`config.mk`:
```
export PLATFORM = sky130hd
export DESIGN_NAME = periodic_timer_pulse_capture
export DESIGN_NICKNAME = d
export VERILOG_FILES = /design/src/ptimer_pkg.sv /design/src/periodic_timer_pulse_capture.sv /design/src/pin_sync.sv
export SDC_FILE = /design/constraint.sdc
export NUM_CORES = 1
export LEC_CHECK = 0
export BUFFER_PORTS_ARGS = -buffer_cell sky130_fd_sc_hd__buf_2
export CAP_MARGIN = 10
export CORE_MARGIN = 8
export CORE_UTILIZATION = 50
export CTS_CLUSTER_DIAMETER = 150
export CTS_CLUSTER_SIZE = 24
export DETAILED_ROUTE_END_ITERATION = 6
export PLACE_DENSITY = 0.8
export SYNTH_ARGS = -nofsm -noshare
export SYNTH_HDL_FRONTEND = slang
export SYNTH_SLANG_ARGS = --single-unit
```
`constraint.sdc`:
```
create_clock -name clk -period 3.05 [get_ports clk]
set_input_delay 0.305 -clock clk [delete_from_list [all_inputs] [get_ports clk]]
set_output_delay 0.305 -clock clk [all_outputs]
set_load 0.05 [all_outputs]
```
`src/ptimer_pkg.sv`:
```
// Constants, register map and carrier types of the periodic timer block.
// Assumes a plain register port with read data one cycle after the strobe.
package ptimer_pkg;

  localparam int CNT_W = 10;
  localparam int ADDR_W = 3;

  // Register offsets
  localparam logic [2:0] OFS_CTRL0 = 3'h0;
  localparam logic [2:0] OFS_CTRL1 = 3'h1;
  localparam logic [2:0] OFS_CNTL = 3'h2;
  localparam logic [2:0] OFS_CNTH = 3'h3;
  localparam logic [2:0] OFS_CMPAL = 3'h4;
  localparam logic [2:0] OFS_CMPAH = 3'h5;
  localparam logic [2:0] OFS_CMPPL = 3'h6;
  localparam logic [2:0] OFS_CMPPH = 3'h7;

  // Control zero field positions
  localparam int POS_RUN = 3;
  // Control one field positions
  localparam int POS_MODE = 6;
  localparam int POS_ACT = 4;
  localparam int POS_INIT = 3;
  localparam int POS_POL = 2;
  localparam int POS_SRC = 1;
  localparam int POS_CLR = 0;

  // Reset values
  localparam logic [7:0] RST_CTRL0 = 8'h00;
  localparam logic [7:0] RST_CTRL1 = 8'h00;
  localparam logic [9:0] RST_CMP = 10'h000;

  typedef enum logic [1:0] {
    MODE_CMP = 2'b00,
    MODE_CAP = 2'b01,
    MODE_PWM = 2'b10,
    MODE_TMR = 2'b11
  } mode_e;

  typedef enum logic [1:0] {
    ACT_LOW = 2'b00,
    ACT_HIGH = 2'b01,
    ACT_PWM = 2'b10,
    ACT_PULSE = 2'b11
  } act_e;

  // Capture edge codes
  localparam logic [1:0] EDGE_RISE = 2'b00;
  localparam logic [1:0] EDGE_FALL = 2'b01;
  localparam logic [1:0] EDGE_BOTH = 2'b10;

  // Register bus request
  typedef struct packed {
    logic [ADDR_W-1:0] addr;
    logic [7:0] wdata;
    logic wr;
    logic rd;
  } busReq_s;

  // Pin inputs after synchronising
  typedef struct packed {
    logic trig;
    logic cap;
  } pins_s;

endpackage

```
`src/periodic_timer_pulse_capture.sv`:
```
// Added by the designer: the placing of the registers and the plain strobed port.
`timescale 1ns/1ps
// Periodic 10-bit timer: single pulse, capture, PWM and compare modes.
// Assumes a plain register port and asynchronous trigger and capture pins.
module periodic_timer_pulse_capture
  import ptimer_pkg::*;
#(
  parameter int CW = CNT_W
) (
  input wire logic clk,
  input wire logic rst,
  input wire busReq_s busReq,
  output logic [7:0] rdData,
  input wire logic externalTriggerPin,
  input wire logic capturePin,
  output logic timerOutputPin,
  output logic cmpAMatch,
  output logic cmpPMatch,
  output logic timerIrq
);

  typedef struct packed {
    logic runEnable;
    logic runPrev;
    logic [1:0] timerMode;
    logic [1:0] outputAction;
    logic outputInitialLevel;
    logic outputPolarity;
    logic captureSourceSelect;
    logic counterClearSelect;
    logic [CW-1:0] counter;
    logic [CW-1:0] comparatorAValue;
    logic [CW-1:0] comparatorPValue;
    logic outLevel;
    logic [7:0] rdData;
    logic matchA;
    logic matchP;
    logic irq;
  } st_s;

  st_s st_ff;
  st_s nxt_st;

  logic [1:0] pinRise;
  logic [1:0] pinFall;

  // Synchronise trigger (bit 1) and capture (bit 0) pins
  pin_sync #(
    .W(2)
  ) u_sync (
    .clk(clk),
    .rst(rst),
    .pinIn({externalTriggerPin, capturePin}),
    .level(),
    .rise(pinRise),
    .fall(pinFall)
  );

  // Active capture edge for the chosen edge code
  function automatic logic edgeHit(input logic [1:0] code, input logic r, input logic f);
    logic hit;
    hit = 1'b0;
    case (code)
      EDGE_RISE: hit = r;
      EDGE_FALL: hit = f;
      EDGE_BOTH: hit = r | f;
      default: hit = 1'b0;
    endcase
    return hit;
  endfunction

  // Merge a byte into the low or high part of a 10-bit value
  function automatic logic [CW-1:0] putByte(input logic [CW-1:0] v, input logic hi, input logic [7:0] d);
    logic [CW-1:0] r;
    r = v;
    if (hi) begin
      r[CW-1:8] = d[CW-9:0];
    end else begin
      r[7:0] = d;
    end
    return r;
  endfunction

  // Read a byte of a 10-bit value, upper bits zero
  function automatic logic [7:0] getByte(input logic [CW-1:0] v, input logic hi);
    logic [7:0] r;
    r = 8'h00;
    if (hi) begin
      r[CW-9:0] = v[CW-1:8];
    end else begin
      r = v[7:0];
    end
    return r;
  endfunction

  logic inPulse;
  logic inCap;
  logic inPwm;
  logic capSel;
  logic capRise;
  logic capFall;
  logic runRise;
  logic atA;
  logic atP;
  logic capHit;
  logic [CW-1:0] counterMax;

  assign inPulse = (st_ff.timerMode == MODE_PWM) && (st_ff.outputAction == ACT_PULSE);
  assign inCap = st_ff.timerMode == MODE_CAP;
  assign inPwm = (st_ff.timerMode == MODE_PWM) && !inPulse;
  assign counterMax = '1;
  // Source select: 0 capture pin, 1 trigger pin; acts even if shared pin drives
  assign capSel = st_ff.captureSourceSelect;
  assign capRise = capSel ? pinRise[1] : pinRise[0];
  assign capFall = capSel ? pinFall[1] : pinFall[0];
  assign capHit = inCap && st_ff.runEnable && edgeHit(st_ff.outputAction, capRise, capFall);
  assign runRise = st_ff.runEnable && !st_ff.runPrev;
  assign atA = st_ff.runEnable && !runRise && (st_ff.counter == st_ff.comparatorAValue);
  assign atP = st_ff.runEnable && !runRise && (st_ff.counter == st_ff.comparatorPValue);

  // Next state of the whole timer
  always_comb begin
    logic clearCnt;
    logic pulseLevel;
    logic fixedLevel;
    clearCnt = 1'b0;
    pulseLevel = 1'b0;
    fixedLevel = 1'b0;
    nxt_st = st_ff;
    nxt_st.runPrev = st_ff.runEnable;
    nxt_st.matchA = 1'b0;
    nxt_st.matchP = 1'b0;
    nxt_st.irq = 1'b0;
    nxt_st.rdData = 8'h00;

    // Counter: restart at zero on run rise, stop while disabled
    if (runRise) begin
      nxt_st.counter = '0;
    end else if (st_ff.runEnable) begin
      if (inPulse) begin
        nxt_st.counter = st_ff.counter + 1'b1;
      end else if (inCap) begin
        // P match wraps; P zero means full count
        if (st_ff.comparatorPValue == '0) begin
          nxt_st.counter = st_ff.counter + 1'b1;
        end else if (atP) begin
          clearCnt = 1'b1;
          nxt_st.counter = '0;
        end else begin
          nxt_st.counter = st_ff.counter + 1'b1;
        end
      end else if (inPwm) begin
        // Period always from P, clear-select ignored
        if (atP || (st_ff.comparatorPValue == '0 && st_ff.counter == counterMax)) begin
          nxt_st.counter = '0;
          clearCnt = 1'b1;
        end else begin
          nxt_st.counter = st_ff.counter + 1'b1;
        end
      end else begin
        // Compare and timer modes
        if (st_ff.counterClearSelect ? atA : (atP || (st_ff.comparatorPValue == '0 && st_ff.counter == counterMax))) begin
          nxt_st.counter = '0;
          clearCnt = 1'b1;
        end else begin
          nxt_st.counter = st_ff.counter + 1'b1;
        end
      end
    end

    // Match flags and interrupt request
    if (inPulse) begin
      nxt_st.matchA = atA;
      nxt_st.irq = atA;
    end else if (inCap) begin
      nxt_st.matchA = capHit;
      nxt_st.matchP = atP && clearCnt;
      nxt_st.irq = capHit || (atP && clearCnt);
    end else begin
      nxt_st.matchA = atA;
      nxt_st.matchP = atP && !(st_ff.counterClearSelect && !inPwm);
      nxt_st.irq = nxt_st.matchA || nxt_st.matchP;
    end

    // Capture copies counter into comparator A
    if (capHit) begin
      nxt_st.comparatorAValue = st_ff.counter;
    end

    // Output level before polarity
    if (inPulse) begin
      pulseLevel = ~st_ff.outputInitialLevel;
      nxt_st.outLevel = st_ff.runEnable ? pulseLevel : st_ff.outputInitialLevel;
    end else if (inPwm) begin
      fixedLevel = (st_ff.counter < st_ff.comparatorAValue) ? st_ff.outputInitialLevel : ~st_ff.outputInitialLevel;
      case (st_ff.outputAction)
        ACT_LOW: nxt_st.outLevel = 1'b0;
        ACT_HIGH: nxt_st.outLevel = 1'b1;
        default: nxt_st.outLevel = st_ff.runEnable ? fixedLevel : st_ff.outputInitialLevel;
      endcase
    end else if (inCap) begin
      nxt_st.outLevel = 1'b0;
    end else if (st_ff.timerMode == MODE_CMP) begin
      if (runRise) begin
        nxt_st.outLevel = st_ff.outputInitialLevel;
      end else if (atA) begin
        case (st_ff.outputAction)
          ACT_HIGH: nxt_st.outLevel = 1'b0;
          ACT_PWM: nxt_st.outLevel = 1'b1;
          ACT_PULSE: nxt_st.outLevel = ~st_ff.outLevel;
          default: nxt_st.outLevel = st_ff.outLevel;
        endcase
      end
    end

    // Run enable: trigger edge sets, A match clears in single pulse
    if (inPulse && atA) begin
      nxt_st.runEnable = 1'b0;
    end else if (inPulse && !st_ff.runEnable && pinRise[1]) begin
      nxt_st.runEnable = 1'b1;
    end

    // Register writes; bus run-enable writes lose to none but A match
    if (busReq.wr) begin
      if (busReq.addr == OFS_CTRL0) begin
        if (!(inPulse && atA)) begin
          nxt_st.runEnable = busReq.wdata[POS_RUN];
        end
      end else if (busReq.addr == OFS_CTRL1) begin
        nxt_st.timerMode = busReq.wdata[POS_MODE +: 2];
        nxt_st.outputAction = busReq.wdata[POS_ACT +: 2];
        nxt_st.outputInitialLevel = busReq.wdata[POS_INIT];
        nxt_st.outputPolarity = busReq.wdata[POS_POL];
        nxt_st.captureSourceSelect = busReq.wdata[POS_SRC];
        nxt_st.counterClearSelect = busReq.wdata[POS_CLR];
      end else if (busReq.addr == OFS_CMPAL || busReq.addr == OFS_CMPAH) begin
        if (!capHit) begin
          nxt_st.comparatorAValue = putByte(st_ff.comparatorAValue, busReq.addr[0], busReq.wdata);
        end
      end else if (busReq.addr == OFS_CMPPL || busReq.addr == OFS_CMPPH) begin
        nxt_st.comparatorPValue = putByte(st_ff.comparatorPValue, busReq.addr[0], busReq.wdata);
      end
    end

    // Register reads, data valid next cycle
    if (busReq.rd) begin
      if (busReq.addr == OFS_CTRL0) begin
        nxt_st.rdData[POS_RUN] = st_ff.runEnable;
      end else if (busReq.addr == OFS_CTRL1) begin
        nxt_st.rdData = {st_ff.timerMode, st_ff.outputAction, st_ff.outputInitialLevel,
                         st_ff.outputPolarity, st_ff.captureSourceSelect, st_ff.counterClearSelect};
      end else if (busReq.addr == OFS_CNTL || busReq.addr == OFS_CNTH) begin
        nxt_st.rdData = getByte(st_ff.counter, busReq.addr[0]);
      end else if (busReq.addr == OFS_CMPAL || busReq.addr == OFS_CMPAH) begin
        nxt_st.rdData = getByte(st_ff.comparatorAValue, busReq.addr[0]);
      end else begin
        nxt_st.rdData = getByte(st_ff.comparatorPValue, busReq.addr[0]);
      end
    end
  end

  // State register
  always_ff @(posedge clk or posedge rst) begin
    if (rst) begin
      st_ff <= '0;
      st_ff.timerMode <= RST_CTRL1[POS_MODE +: 2];
      st_ff.outputAction <= RST_CTRL1[POS_ACT +: 2];
      st_ff.runEnable <= RST_CTRL0[POS_RUN];
      st_ff.comparatorAValue <= RST_CMP;
      st_ff.comparatorPValue <= RST_CMP;
    end else begin
      st_ff <= nxt_st;
    end
  end

  // Polarity inverts except in timer mode and capture mode
  assign timerOutputPin = st_ff.outLevel ^ (st_ff.outputPolarity && !inCap &&
                          st_ff.timerMode != MODE_TMR);
  assign rdData = st_ff.rdData;
  assign cmpAMatch = st_ff.matchA;
  assign cmpPMatch = st_ff.matchP;
  assign timerIrq = st_ff.irq;
endmodule

```
`src/pin_sync.sv`:
```
`timescale 1ns/1ps
// Two-stage synchroniser for pin inputs with an edge detector after it.
// Assumes asynchronous pins and one clock.
module pin_sync #(
  parameter int W = 2
) (
  input wire logic clk,
  input wire logic rst,
  input wire logic [W-1:0] pinIn,
  output logic [W-1:0] level,
  output logic [W-1:0] rise,
  output logic [W-1:0] fall
);
  typedef struct packed {
    logic [W-1:0] s1;
    logic [W-1:0] s2;
    logic [W-1:0] s3;
  } st_s;

  st_s st_ff;
  st_s nxt_st;

  // Shift chain; only s2 and s3 feed logic
  always_comb begin
    nxt_st = st_ff;
    nxt_st.s1 = pinIn;
    nxt_st.s2 = st_ff.s1;
    nxt_st.s3 = st_ff.s2;
  end

  always_ff @(posedge clk or posedge rst) begin
    if (rst) begin
      st_ff <= '0;
    end else begin
      st_ff <= nxt_st;
    end
  end

  assign level = st_ff.s2;
  assign rise = st_ff.s2 & ~st_ff.s3;
  assign fall = ~st_ff.s2 & st_ff.s3;
endmodule

```
==> impl_metrics.toml, run 1 <==
[die]
ios = 29
start_util_pct = 52.14
fp-row-count = 29
die-area_um2 = 9526
core_um2 = 6386
die_y_um = 97.60
die_w_um = 97.60

[placed_design]
place.gp.congestion = 0.9839
place_area_um2 = 3466
io_buffers = 28
hpwl_um = 5752

[synthesis]
synth_top_cell_by_area = "dfrtp_1"
syn_area_per_cell_um2 = 9.486
yosysSeqAreaShare_pct = 43.59
synth_common_cells = "dfrtp_1 (58), nor2_1 (40), a21oi_1 (26), mux2_2 (21), nand2_1 (20)"
synth.top_cell.area_share_pct = 43.59
syn_inst = 351
async_flop_share_pct = 100.0
synth_fp_nets = 379
yosys_warnings = 0
ys_seq_elements = 58
yosys-top-cells-area = "dfrtp_1 (44%), mux2_2 (7.1%), nor2_1 (4.5%), ha_1 (4.1%), a21oi_1 (3.9%)"
synth.most_common_cell = "dfrtp_1"
synth_edf_count = 0
synth-main-ff-cell = "dfrtp_1"
synthesis.area_um2 = 3329
synth_cell_types = 47

[worst_setup_path]
criticalPathCategory = "reg -> reg"
crit_top_cell = "and3_1"
crit_chain = "ha_1 -> nand4_1 -> or4_1 -> and3_1 -> a21oi_1 -> and3_1 -> nor2_1"
arrival_ns = 2.80
cp.required_ns = 3.26
critPathMaxStageDelay_ns = 0.65
critPathLaunchType = "flip-flop"
critPathMaxFanout = 10
critical-path-slowest-cell = "or4_1"
end_kind = "flip-flop"

[cts]
root_buffer = "clkbuf_8"
cts_buffer_depth = 2
cts_sinks = 58
clkLatencyLatePin_ns = 0.34
cts_tree = "done"
h-tree-depth = 3
path_clk_slew_ns = 0.07
cts_buffers = 9
cts_hold_buffers = 0
ctsResizeCount = 0
cts_post_setup_buffers_inserted = 0

[global_route]
use_met2_pct = 27.32
grt_pass1_wl_um = 12970
grt-ovfl-total = 0
busiest_layer = "met2"
grt_pass1_vias = 2638
grt_antenna_before_repair = 0
grtUsageMet1_pct = 19.96
grt_use_met3_pct = 3.912
grt.total_usage_pct = 16.64
grt_max_degree = 42

[pwr]
finalPower_w = 0.002903
power_density_nw_per_um2 = 782.7
ir_drop_uv = 645.5
p_leak_nw = 1.736

[drt]
vias = 2645
vias_per_cell = 5.878
totalWireLength_um = 7813
drt_pass1_iterations = 5
routedWlPerCell_um = 17.36
drc_errors = 0
detailedRoute.firstIterationViolations = 175
antenna_left = 0

[layout]
stdcell_area_um2 = 3709
drive_gt1_share_pct = 20.38
nets = 396
diodes = 0
syn_to_final_growth_pct = 11.39
fill_cells = 543

[sta]
fmax_mhz = 385.6
worstMarginPinSlew_ns = 0.8627
fin_crit_sh_pct = 85.02
slew_viol_final = 0
finalClockSkew_ns = 0.008156
max_slew_margin_pct = 42.40
tns_ns = 0
finalSetupViolCount = 0
hold_viol = 0
rsz0062_at_grt = "no"
fin_crit_ns = 2.593

[flow_run]
maxCapViolations = 0

[status]
status = "completed"

[worst_hold_path]
holdCritPathClass = "in -> reg"
[per-stage QoR]
stage / hold WS (ns) / setup WS (ns) / std cells / utilization, %
finish: 0.07058 / 0.4568 / 450 / 58.07
global route: 0.05964 / 0.3195 / 450 / 58.07
CTS: 0.06725 / 0.5136 / 450 / 58.07
detailed placement: 0.3356 / 0.5232 / 434 / 54.27
global placement: 0.3348 / 0.6131 / 434 / 54.27
floorplan: 0.3312 / 0.8608 / 351 / -
[flip-flops by register name (all words and copies together), names as in the netlist]
register / flops
u_sync.st_ff: 2
u_sync.level: 2
st_ff: 39
capSel: 1
rdData: 8
cmpAMatch: 1
u_sync.nxt_st: 2
nxt_st: 1
timerIrq: 1
cmpPMatch: 1
[worst max-delay path, delay by kind of cell, from the launching register on]
kind,cells,cell delay [ns]
simple gates,5,1.47
compound gates,1,0.13
fa+ha+maj,1,0.37
flops,1,0.50
[routing by layer]
layer	share of wire (%)	vias up
met5	0	-
met4	2.4	0
met3	5.4	16
met2	49	77
met1	44	1294
li1	-	1258
[placed cells by master, fill, tap and decap left out, types with 6 or more instances in the layout]
cell type,synthesis,layout
xnor2_1,12,12
dfrtp_1,58,58
buf_2,2,28
clkbuf_8,0,9
o21ai_0,14,14
nand4_1,6,6
nor2_1,40,40
a22oi_1,7,7
nor2b_1,8,8
nand3_1,15,15
ha_1,11,11
a21oi_1,26,26
and2_1,7,7
mux2_2,21,21
nand2_1,20,20
xor2_1,8,8
inv_1,16,15
buf_4,8,6
[cell type report]
class                   instances  area, µm²  area share (%)
clock inverters                 6      115.1           3.104
well taps                      77      96.34           2.598
multi-input cells             249       1673           45.11
repair buffers                 34      185.2           4.993
clock buffers                  10      127.6           3.441
flip-flops and latches         58       1451           39.14
inverters                      16      60.06           1.619
[final timing paths]
path / startpoint / to / slack [ns] / cells after the start
setup / recovery: st_ff[35] / st_ff[41] / 0.46 / 7
hold / removal: externalTriggerPin / u_sync.nxt_st[3] / 0.07 / 1
setup reg to reg: st_ff[35] / st_ff[41] / 0.46 / 7
hold reg to reg: u_sync.nxt_st[2] / u_sync.level[0] / 0.35 / 0
max in group asynchronous: rst / st_ff[35] / 2.23 / 3
min in group asynchronous: rst / u_sync.level[1] / 0.14 / 2
[report_power, final]
group          internal [W]  switching (W)
Combinational      0.000385       0.000526
Sequential         0.000941       0.000182
Clock              0.000546       0.000322
[cell families (layout without fill, tap and decap cells)]
family	Yosys count	in the layout	share of synthesized area, %
AND/OR/NAND/NOR	119	119	17.89
XOR/XNOR	20	20	5.261
adder cells (fa/ha/maj)	11	11	4.134
flip-flops	58	58	43.59
AO/OA/AOI/OAI	72	72	13.30
buffers and inverters	44	66	6.163
multiplexers	27	27	9.658
No activity file was read; power rests on OpenSTA's default activity.
==> run 2, diff against run 1 <==
- CORE_ASPECT_RATIO: not set -> 1.4
==> run 2 against run 1 <==
Final area is 0.24% lower. Routed wire length is 2.6% higher. Non-clock buffer count stayed put. Sequential share of layout area is 0.093 points higher. Global-route usage is 1.1 points higher.
==> impl_metrics.toml, run 2 (synthesized netlist as in run 1, its figures left out) <==
[cts]
h-tree-depth = 3
cts_sinks = 58
cts_hold_buffers = 0
path_clk_slew_ns = 0.06
ctsResizeCount = 0
clkLatencyLatePin_ns = 0.34
cts_tree = "done"
cts_post_setup_buffers_inserted = 0
cts_buffers = 9
root_buffer = "clkbuf_8"
cts_buffer_depth = 2

[worst_setup_path]
crit_top_cell = "and3_1"
arrival_ns = 2.76
criticalPathCategory = "reg -> reg"
critPathMaxStageDelay_ns = 0.65
critPathMaxFanout = 7
critical-path-slowest-cell = "or4_1"
end_kind = "flip-flop"
cp.required_ns = 3.27
rrSetupSlack_ns = 0.51
critPathLaunchType = "flip-flop"
crit_chain = "ha_1 -> nand4_1 -> or4_1 -> and3_1 -> a21oi_1 -> and3_1 -> nor2_1"

[sta]
worstMarginPinSlew_ns = 0.6377
tns_ns = 0
slew_viol_final = 0
timing.hold.ws_ns = 0.03917
fin_crit_ns = 2.543
fin_crit_sh_pct = 83.39
finalClockSkew_ns = 0.004815
max_slew_margin_pct = 57.49
rsz0062_at_grt = "no"
hold_viol = 0
fmax_mhz = 393.2
finalSetupViolCount = 0

[layout]
top_register = "st_ff"
nets = 396
largest_reg_flops = 39
syn_to_final_growth_pct = 11.12
stdcell_area_um2 = 3700
fill_cells = 548
layout_common_cells = "dfrtp_1 (58), nor2_1 (40), buf_2 (28)"
drive_gt1_share_pct = 20.64
layout_commonest_cell = "dfrtp_1"
diodes = 0

[global_route]
grt_pass1_vias = 2740
grt_antenna_before_repair = 0
grt_pass1_wl_um = 13260
grt_max_degree = 32
grt-ovfl-total = 0
grt.total_usage_pct = 17.74

[drt]
detailedRoute.firstIterationViolations = 196
vias_per_cell = 5.969
drt_pass1_iterations = 4
drc_errors = 0
routedWlPerCell_um = 17.94
totalWireLength_um = 8020
antenna_left = 0
vias = 2668

[die]
die-area_um2 = 9563
ios = 29
die_w_um = 84.97
start_util_pct = 51.03
fp-row-count = 35
core_um2 = 6525
die_y_um = 112.6

[worst_hold_path]
holdCritPathClass = "in -> async"

[pwr]
ir_drop_uv = 273.3
p_leak_nw = 1.738
finalPower_w = 0.002853
power_density_nw_per_um2 = 771.1

[placed_design]
place_area_um2 = 3462
hpwl_um = 5930
io_buffers = 28
place.gp.congestion = 0.9944

[status]
status = "completed"

[flow_run]
maxCapViolations = 0
==> run 2: changes by cell type in the layout (fill, tap and decap cells not counted), sizes merged <==
cell    before  now
bufinv       3    2
clkbuf      10   12
clkinv       2    1
==> run 2: metal layers <==
metal	vias up	track usage (%)	share of wire (%)
met2	94	30.49	52
li1	1253	-	-
met5	-	0	0
met1	1291	18.96	39
met4	0	11.10	4.4
met3	30	4.313	5.3
==> run 2: critical path, delay by kind of cell (launching register included) <==
family,cells,cell delay (ns)
and+or+nand+nor,5,1.45
adders and majority gates,1,0.36
DFF,1,0.47
AOI/OAI and AO/OA,1,0.13
==> run 2: area by class of cell <==
class / instances / area (µm²) / share of cell area [%]
Tap cell: 74 / 92.59 / 2.503
Timing Repair Buffer: 34 / 185.2 / 5.005
Sequential cell: 58 / 1451 / 39.23
Clock buffer: 12 / 165.2 / 4.464
Clock inverter: 4 / 72.57 / 1.961
Multi-Input combinational cell: 249 / 1673 / 45.21
Inverter: 16 / 60.06 / 1.623
==> run 2: worst paths after layout <==
check / from / depth (start not counted) / endpoint
max in group asynchronous: rst / 3 / st_ff[46]
setup reg to reg: st_ff[41] / 7 / st_ff[36]
min in group clk: capturePin / 1 / u_sync.nxt_st[2]
setup / recovery: st_ff[41] / 7 / st_ff[36]
hold reg to reg: u_sync.nxt_st[2] / 0 / u_sync.level[0]
hold / removal: rst / 2 / u_sync.nxt_st[2]
==> run 2: per-stage QoR <==
| step | setup WS, ns | util, % | std cells |
|---|---|---|---|
| 6_report | 0.5065 | 56.70 | 447 |
| 5_1_grt | 0.3517 | 56.70 | 447 |
| 3_3_place_gp | 0.6284 | 53.06 | 431 |
| 3_5_place_dp | 0.5673 | 53.06 | 431 |
| 2_1_floorplan | 0.8608 | - | 351 |
| 4_1_cts | 0.5336 | 56.70 | 447 |
==> run 2: power by group <==
part	total, W	switching [W]	internal, W
combinational	0.000903	0.000521	0.000381
clock	0.000824	0.000299	0.000525
sequential	0.00113	0.000185	0.000942
